`src/pioc_map.vh`:
```
// register offsets, reset values and line layout of the parallel I/O controller
`ifndef PIOC_MAP_VH
`define PIOC_MAP_VH

// ------------------------------------------------------------
// register byte offsets
// ------------------------------------------------------------
`define PIOC_OWNER_CTRL_OFS 8'h00
`define PIOC_OWNER_PERIPH_OFS 8'h04
`define PIOC_OWNER_STATUS_OFS 8'h08
`define PIOC_OUT_EN_OFS 8'h10
`define PIOC_OUT_DIS_OFS 8'h14
`define PIOC_OUT_STATUS_OFS 8'h18
`define PIOC_FILT_EN_OFS 8'h20
`define PIOC_FILT_DIS_OFS 8'h24
`define PIOC_FILT_STATUS_OFS 8'h28
`define PIOC_SET_DATA_OFS 8'h30
`define PIOC_CLR_DATA_OFS 8'h34
`define PIOC_DATA_STATUS_OFS 8'h38
`define PIOC_PIN_LEVEL_OFS 8'h3C
`define PIOC_IRQ_EN_OFS 8'h40
`define PIOC_IRQ_DIS_OFS 8'h44
`define PIOC_IRQ_MASK_OFS 8'h48
`define PIOC_IRQ_STATUS_OFS 8'h4C
`define PIOC_OD_EN_OFS 8'h50
`define PIOC_OD_DIS_OFS 8'h54
`define PIOC_OD_STATUS_OFS 8'h58

// ------------------------------------------------------------
// line layout and reset values
// ------------------------------------------------------------
`define PIOC_LINE_MASK 32'h3FFFFFFF
`define PIOC_OFF_LEVEL 32'h04000000
`define PIOC_ZERO 32'h00000000
`define PIOC_PERIPH_LINES 32'h3FFFFFFF
`define PIOC_ARM_CYCLES 3'h4

`endif

```
`src/pioc_top.v`:
```
// parallel I/O controller with avalon-mm register slave
// Contract
// - output enable/disable writes set direction bits; output status reads them back.
// - programmed direction applies only while the controller owns the pin.
// - controller output drives data latch; set/clear writes change it; readable.
// - controller-owned non-output pin is left undriven.
// - peripheral-owned pin takes output value and enable from the peripheral.
// - pin level status reads the actual level of every pin.
// - per-pin glitch filter with enable, disable and status; works for any owner.
// - irq enable/disable writes of ones set/clear mask bits; mask readable.
// - any pin level change sets its irq status bit, whatever owner or direction (the code ignores changes in the 4 cycles after reset).
// - interrupt output high while any status bit is set and unmasked.
// - reading irq status clears the whole register (the code clears only the bits the read returned).
// - all registers are 32 bits, one bit position per line.
// - unimplemented bits ignore writes and read zero.
// - open-drain mode drives only low and releases otherwise.
// - open-drain enable/disable/status per pin, for either owner.
// - lines 0 to 29 implemented with one peripheral each; 30, 31 absent.
// - controller-owned line feeds peripheral input default; 1 on bit 26 else 0.
// - after reset every line is controller-owned and an input.
// - owner select enable/disable writes and owner status register.
// - default level presented to peripheral input while controller owns line.
`timescale 1ns/1ps
`default_nettype none
`include "pioc_map.vh"

module pioc_top #(
    parameter NUM_LINES = 30
) (
    input wire i_core_clk,
    input wire i_reset,
    input wire [7:0] i_avs_address,
    input wire i_avs_read,
    input wire i_avs_write,
    input wire [31:0] i_avs_writedata,
    input wire [3:0] i_avs_byteenable,
    output reg [31:0] o_avs_readdata,
    output reg o_avs_waitrequest,
    input wire [NUM_LINES-1:0] i_pin,
    output reg [NUM_LINES-1:0] o_pin,
    output reg [NUM_LINES-1:0] o_pin_oe,
    input wire [NUM_LINES-1:0] i_periph_out,
    input wire [NUM_LINES-1:0] i_periph_oe,
    output reg [NUM_LINES-1:0] o_periph_in,
    output reg o_irq
);

    // ------------------------------------------------------------
    // register state
    // ------------------------------------------------------------
    wire [31:0] line_mask = `PIOC_LINE_MASK;
    wire [31:0] off_level = `PIOC_OFF_LEVEL;
    wire [31:0] owner_q;
    wire [31:0] dir_q;
    wire [31:0] data_q;
    wire [31:0] filt_q;
    wire [31:0] mask_q;
    reg [31:0] stat_q;
    wire [31:0] od_q;
    reg [NUM_LINES-1:0] sync1_q;
    reg [NUM_LINES-1:0] sync2_q;
    reg [NUM_LINES-1:0] sync3_q;
    reg [NUM_LINES-1:0] level_q;
    reg [NUM_LINES-1:0] prev_q;
    // bus handshake states: waiting for a request, or completing one
    localparam BUS_IDLE = 1'b0;
    localparam BUS_ACK = 1'b1;
    reg ack_q;
    reg ack_d;

    wire [31:0] wmask = {{8{i_avs_byteenable[3]}}, {8{i_avs_byteenable[2]}},
        {8{i_avs_byteenable[1]}}, {8{i_avs_byteenable[0]}}};
    wire [31:0] wbits = i_avs_writedata & wmask & line_mask;
    // one-cycle wait state: the access completes on the edge where ack_q is high
    wire acc_rd = i_avs_read & ack_q;
    wire acc_wr = i_avs_write & ack_q;

    function wr_hit;
        input [7:0] ofs;
        wr_hit = acc_wr && (i_avs_address == ofs);
    endfunction

    // ------------------------------------------------------------
    // change-detect arming after reset
    // ------------------------------------------------------------
    // the sample chain leaves reset at zero while a pulled-up pin idles high;
    // refilling the chain must not look like a pin change, so detection waits
    // until the chain holds real samples (a move in that window is not seen)
    reg [2:0] arm_q;
    wire armed = (arm_q == `PIOC_ARM_CYCLES);

    always @(posedge i_core_clk)
    begin
        if (i_reset)
        begin
            arm_q <= 3'h0;
        end
        else if (!armed)
        begin
            arm_q <= arm_q + 3'h1;
        end
    end

    // ------------------------------------------------------------
    // input path: synchroniser, filter, change detect
    // ------------------------------------------------------------
    wire [NUM_LINES-1:0] filt_l = filt_q[NUM_LINES-1:0];
    // filtered value only moves when two successive samples agree
    wire [NUM_LINES-1:0] stable = ~(sync2_q ^ sync3_q);
    wire [NUM_LINES-1:0] level_d = (filt_l & stable & sync2_q) |
        (filt_l & ~stable & level_q) | (~filt_l & sync2_q);
    wire [NUM_LINES-1:0] change = (level_q ^ prev_q) & {NUM_LINES{armed}};

    always @(posedge i_core_clk)
    begin
        if (i_reset)
        begin
            sync1_q <= {NUM_LINES{1'b0}};
            sync2_q <= {NUM_LINES{1'b0}};
            sync3_q <= {NUM_LINES{1'b0}};
            level_q <= {NUM_LINES{1'b0}};
            prev_q <= {NUM_LINES{1'b0}};
        end
        else
        begin
            sync1_q <= i_pin;
            sync2_q <= sync1_q;
            sync3_q <= sync2_q;
            level_q <= level_d;
            prev_q <= level_q;
        end
    end

    // ------------------------------------------------------------
    // control registers
    // ------------------------------------------------------------
    // write strobes fire on the completing edge of a write to their offset
    wire set_owner = wr_hit(`PIOC_OWNER_CTRL_OFS);
    wire clr_owner = wr_hit(`PIOC_OWNER_PERIPH_OFS);
    wire set_dir = wr_hit(`PIOC_OUT_EN_OFS);
    wire clr_dir = wr_hit(`PIOC_OUT_DIS_OFS);
    wire set_data = wr_hit(`PIOC_SET_DATA_OFS);
    wire clr_data = wr_hit(`PIOC_CLR_DATA_OFS);
    wire set_filt = wr_hit(`PIOC_FILT_EN_OFS);
    wire clr_filt = wr_hit(`PIOC_FILT_DIS_OFS);
    wire set_mask = wr_hit(`PIOC_IRQ_EN_OFS);
    wire clr_mask = wr_hit(`PIOC_IRQ_DIS_OFS);
    wire set_od = wr_hit(`PIOC_OD_EN_OFS);
    wire clr_od = wr_hit(`PIOC_OD_DIS_OFS);
    // lines without a peripheral signal stay with the controller
    wire [31:0] periph_lines = `PIOC_PERIPH_LINES;

    // pin ownership: ones select the controller
    pioc_setclr #(
        .WIDTH(32),
        .RESET_VAL(`PIOC_LINE_MASK)
    ) u_owner (
        .i_core_clk(i_core_clk),
        .i_reset(i_reset),
        .i_set(set_owner),
        .i_clr(clr_owner),
        .i_bits(wbits & periph_lines),
        .o_q(owner_q)
    );

    // direction: ones make the line an output
    pioc_setclr #(
        .WIDTH(32),
        .RESET_VAL(`PIOC_ZERO)
    ) u_dir (
        .i_core_clk(i_core_clk),
        .i_reset(i_reset),
        .i_set(set_dir),
        .i_clr(clr_dir),
        .i_bits(wbits),
        .o_q(dir_q)
    );

    // output data latch
    pioc_setclr #(
        .WIDTH(32),
        .RESET_VAL(`PIOC_ZERO)
    ) u_data (
        .i_core_clk(i_core_clk),
        .i_reset(i_reset),
        .i_set(set_data),
        .i_clr(clr_data),
        .i_bits(wbits),
        .o_q(data_q)
    );

    // glitch filter switches
    pioc_setclr #(
        .WIDTH(32),
        .RESET_VAL(`PIOC_ZERO)
    ) u_filt (
        .i_core_clk(i_core_clk),
        .i_reset(i_reset),
        .i_set(set_filt),
        .i_clr(clr_filt),
        .i_bits(wbits),
        .o_q(filt_q)
    );

    // change interrupt mask
    pioc_setclr #(
        .WIDTH(32),
        .RESET_VAL(`PIOC_ZERO)
    ) u_mask (
        .i_core_clk(i_core_clk),
        .i_reset(i_reset),
        .i_set(set_mask),
        .i_clr(clr_mask),
        .i_bits(wbits),
        .o_q(mask_q)
    );

    // open-drain switches
    pioc_setclr #(
        .WIDTH(32),
        .RESET_VAL(`PIOC_ZERO)
    ) u_od (
        .i_core_clk(i_core_clk),
        .i_reset(i_reset),
        .i_set(set_od),
        .i_clr(clr_od),
        .i_bits(wbits),
        .o_q(od_q)
    );

    // ------------------------------------------------------------
    // change interrupt status
    // ------------------------------------------------------------
    wire [31:0] chg32 = {{(32-NUM_LINES){1'b0}}, change};
    // only the bits that the completing read returned are cleared; a bit set
    // on the edge that loaded the read data is kept for the next read
    wire [31:0] stat_clr = (acc_rd && i_avs_address == `PIOC_IRQ_STATUS_OFS) ?
        o_avs_readdata : `PIOC_ZERO;

    always @(posedge i_core_clk)
    begin
        if (i_reset)
        begin
            stat_q <= `PIOC_ZERO;
        end
        else
        begin
            // a change in the clearing cycle survives the read
            stat_q <= ((stat_q & ~stat_clr) | chg32) & line_mask;
        end
    end

    // ------------------------------------------------------------
    // pin drive and peripheral input
    // ------------------------------------------------------------
    wire [NUM_LINES-1:0] own = owner_q[NUM_LINES-1:0];
    wire [NUM_LINES-1:0] od = od_q[NUM_LINES-1:0];
    wire [NUM_LINES-1:0] val = (own & data_q[NUM_LINES-1:0]) | (~own & i_periph_out);
    wire [NUM_LINES-1:0] en = (own & dir_q[NUM_LINES-1:0]) | (~own & i_periph_oe);
    wire [NUM_LINES-1:0] oe_d = en & ~(od & val);
    wire [NUM_LINES-1:0] out_d = val & ~od;
    wire [NUM_LINES-1:0] pin_d = (own & off_level[NUM_LINES-1:0]) | (~own & level_q);

    always @(posedge i_core_clk)
    begin
        if (i_reset)
        begin
            o_pin <= {NUM_LINES{1'b0}};
            o_pin_oe <= {NUM_LINES{1'b0}};
            o_periph_in <= {NUM_LINES{1'b0}};
            o_irq <= 1'b0;
        end
        else
        begin
            o_pin <= out_d;
            o_pin_oe <= oe_d;
            o_periph_in <= pin_d;
            o_irq <= |(stat_q & mask_q);
        end
    end

    // ------------------------------------------------------------
    // avalon-mm read mux and wait state
    // ------------------------------------------------------------
    reg [31:0] rd_d;
    always @*
    begin
        case (i_avs_address)
            `PIOC_OWNER_STATUS_OFS: rd_d = owner_q | (line_mask & ~periph_lines);
            `PIOC_OUT_STATUS_OFS: rd_d = dir_q;
            `PIOC_FILT_STATUS_OFS: rd_d = filt_q;
            `PIOC_DATA_STATUS_OFS: rd_d = data_q;
            `PIOC_PIN_LEVEL_OFS: rd_d = {{(32-NUM_LINES){1'b0}}, level_q};
            `PIOC_IRQ_MASK_OFS: rd_d = mask_q;
            `PIOC_IRQ_STATUS_OFS: rd_d = stat_q;
            `PIOC_OD_STATUS_OFS: rd_d = od_q;
            default: rd_d = `PIOC_ZERO;
        endcase
    end

    // ------------------------------------------------------------
    // avalon-mm handshake
    // ------------------------------------------------------------
    always @*
    begin
        case (ack_q)
            BUS_IDLE: ack_d = (i_avs_read | i_avs_write) ? BUS_ACK : BUS_IDLE;
            BUS_ACK: ack_d = BUS_IDLE;
            default: ack_d = BUS_IDLE;
        endcase
    end

    always @(posedge i_core_clk)
    begin
        if (i_reset)
        begin
            ack_q <= BUS_IDLE;
            o_avs_readdata <= `PIOC_ZERO;
            o_avs_waitrequest <= 1'b1;
        end
        else
        begin
            ack_q <= ack_d;
            // waitrequest falls for exactly the cycle before the completing edge
            o_avs_waitrequest <= (ack_d != BUS_ACK);
            // loaded on the taking edge so the word stands at the completing one
            if (i_avs_read & (ack_q == BUS_IDLE))
            begin
                o_avs_readdata <= rd_d & line_mask;
            end
        end
    end

endmodule

// ------------------------------------------------------------
// set/clear register: writes of ones set or clear bits, zeros leave them
// ------------------------------------------------------------
module pioc_setclr #(
    parameter WIDTH = 32,
    parameter [31:0] RESET_VAL = 32'h00000000
) (
    input wire i_core_clk,
    input wire i_reset,
    input wire i_set,
    input wire i_clr,
    input wire [WIDTH-1:0] i_bits,
    output reg [WIDTH-1:0] o_q
);

    // set and clear sit at different offsets, so at most one fires per edge
    always @(posedge i_core_clk)
    begin
        if (i_reset)
        begin
            o_q <= RESET_VAL[WIDTH-1:0];
        end
        else if (i_set)
        begin
            o_q <= o_q | i_bits;
        end
        else if (i_clr)
        begin
            o_q <= o_q & ~i_bits;
        end
    end

endmodule
`default_nettype wire

```
`config.mk`:
```
export PLATFORM = sky130hd
export DESIGN_NAME = pioc_top
export DESIGN_NICKNAME = d
export VERILOG_FILES = /design/src/pioc_top.v
export VERILOG_INCLUDE_DIRS = /design/src
export SDC_FILE = /design/constraint.sdc
export NUM_CORES = 1
export LEC_CHECK = 0
export BUFFER_PORTS_ARGS = -buffer_cell sky130_fd_sc_hd__buf_2
export CORE_ASPECT_RATIO = 1.2
export CORE_MARGIN = 2
export CORE_UTILIZATION = 62
export DETAILED_ROUTE_END_ITERATION = 8
export PLACE_DENSITY = 0.85
export SYNTH_ARGS = -nofsm -noshare
export SYNTH_HDL_FRONTEND = slang
export SYNTH_SLANG_ARGS = --single-unit
```
`constraint.sdc`:
```
create_clock -name i_core_clk -period 3.9 [get_ports i_core_clk]
set_input_delay 0.195 -clock i_core_clk [delete_from_list [all_inputs] [get_ports i_core_clk]]
set_output_delay 0.195 -clock i_core_clk [all_outputs]
set_load 0.05 [all_outputs]
```
==> reports/results.ini <==
[run_status]
status=finished with violations
failed_checks=negative hold slack

[timing]
period_share_pct=63.30
setup_violations=0
worst_pin_slew_ns=1.031
hold_slack_ns=-0.006989
report.final.slew_viol_count=0
setup_tns_ns=0
hold_viol_final=1
max_freq_mhz=405.1
slew_headroom_pct=31.14
rsz0062_at_grt=no
skew_ns=0.007886
fin_crit_ns=2.469

[yosys]
synthesis.area_um2=19750
synth.distinct_cells=51
synth.ff_latch_count=486
yosys_warnings=0
synthTopCellsByArea=dfxtp_1, mux2i_1, nor2b_1
synth_top_area_share_pct=49.26
synth_top_area_cell=dfxtp_1
synth_ff_type=dfxtp_1
async_flop_share_pct=0
synth-edff-count=0
avgSynthCellArea_um2=9.220
syn_inst=2142
yosysSeqAreaShare_pct=49.26

[floorplan]
die_w_um=166.9
rows=71
dieArea_um2=33310
start_util_pct=62.98
io_pins=262
design.core.area_um2=31360
die_y_um=199.5

[global_route]
grt_overflow=0
grt_pass1_wl_um=90390
grt_max_degree=153
grt_pass1_vias=16990
grt_util_all_layers_pct=33.86
grt_antenna_before_repair=3

[drt]
wirelength_um=58940
first_pass_iters=9
vias=17610
drc=0
antenna_left=0
drt_iter0_markers=2152
post_drt_wl_per_cell_um=20.75
vias_per_cell=6.202

[clock_network]
cts_buffers=47
clk_latency_ns=0.56
clockBufferDepth=3
cts_tree=built
root_buffer=clkbuf_16
post-cts-setup-buffers=0
clk_pin_slew_ns=0.07
cts.sinks=486
ctsHtreeMaxLevel=2

[setup_path]
worstPathArrival_ns=2.94
crit_fanout=35
worstSetupPathType=register to register
start_kind=register
crit_path_end_kind=register
crit_required_ns=4.37

[cells_and_area]
area_growth_pct=19.49
drive_gt1_share_pct=15.59
final_nets=2542
stdcell_count=2840
fin_area_um2=23600

[job]
drv_cap=0

[power_and_ir_drop]
design_power_total_w=0.01040
leakagePower_nw=9.598
ir_worst_vdd_mv=0.4987
power_density_nw_per_um2=440.5

[placement]
numPortBuffers=257
post-dp-hpwl_um=34730
gp_congestion=0.8757
post_dp_cell_area_um2=21120
dp_cells=2669

[hold_path]
min_path_type=input pin to register

cells in the mapped netlist, types with 2 or more instances:
master      n
dfxtp_1   486
a21oi_1   210
nor2b_1   169
mux2i_1   168
o21ai_0   164
nand2_1   122
or3_1     122
clkbuf_1  120
inv_1      93
nor2_1     73
a22oi_1    43
nor3_1     38
a21o_1     30
a311oi_1   30
o22ai_1    30
xor2_1     30
a22o_1     29
o21a_1     29
a221oi_1   27
buf_2      26
o21ai_1    17
nor3b_1    14
a211oi_1   13
mux2_2     12
buf_6       6
nand4_1     5
nand3_1     4
buf_4       3
a221oi_2    2
and2_1      2
buf_1       2
ha_1        2
nand4b_1    2
or4b_1      2
cells by family (layout without fill, tap and decap cells):
kind of cell	Yosys count	after routing	synth area share, %
and+or+nand+nor	563	563	15.39
xor gates and xnor gates	31	31	1.375
other	1	3	0.01899
buffers and inverters	250	545	5.201
DFF	486	486	49.26
muxes	180	180	9.199
AOI/OAI and AO/OA	629	629	19.42
adders and majority gates	2	2	0.1267
area by class of cell:
cell class              instances  area [µm²]
diodes                          1       2.502
multi-input cells            1407        9027
well taps                     401       501.7
repair buffers                367        2365
fillers                      2088        7759
clock inverters                13       192.7
flip-flops and latches        486        9729
clock buffers                  72        1433
inverters                      93       349.1
layer usage:
metal | track usage (%) | vias up | part of all wire [%] | wire length [µm]
met1 | 40.99 | 8374 | 38 | 22360
met2 | 57.51 | 952 | 48 | 28440
met4 | 19.00 | 2 | 5.4 | 3195
li1 | - | 8063 | - | -
met5 | 0 | - | 0.017 | 10
met3 | 5.684 | 223 | 8.4 | 4941
timing repair:
item	in CTS	in global routing
gates resized for setup	0	0
endpoints found under the hold margin	71	0
hold buffers	85	0
through the flow:
step	utilization, %	hold slack (ns)	setup WS (ns)
final	75.26	-0.006989	1.431
after CTS	75.25	0.002307	1.470
after global placement	67.35	0.4026	1.308
after detailed placement	67.35	0.4066	1.235
after global routing	75.25	0.01644	1.319
after floorplan	-	0.3232	2.267
cell usage in the layout (no fill, tap or decap), types with 43 or more instances in the layout:
cell and count:
nor2_1 73, or3_1 122, clkbuf_16 49, a21oi_1 210
dfxtp_1 486, inv_1 93, o21ai_0 164, dlygate4sd3_1 85
mux2i_1 168, buf_2 254, a22oi_1 43, nand2_1 122
nor2b_1 168
worst max-delay path, cell delays in order (launching register included):
cell and delay [ns]:
dfxtp_1 0.37, and4bb_1 0.35, nand3_2 0.62, buf_4 0.51
or3_1 0.37, a21oi_1 0.15
path summary, 6_finish.rpt:
check | slack, ns | startpoint | depth (start not counted) | to
max | 1.43 | ack_q | 5 | register
min | -0.007 | i_periph_out[19] | 3 | o_pin[19]
max reg2reg | 1.43 | ack_q | 5 | register
min reg2reg | 0.43 | sync1_q[20] | 1 | sync2_q[20]
report_power, final:
group	switching, W	internal [W]	leakage, nW	total [W]
Clock	0.00191	0.00286	0.801	0.00476
Sequential	0.0000405	0.00503	3.94	0.00507
Combinational	0.000358	0.000209	4.86	0.000566
No activity file was read; power rests on OpenSTA's default activity.
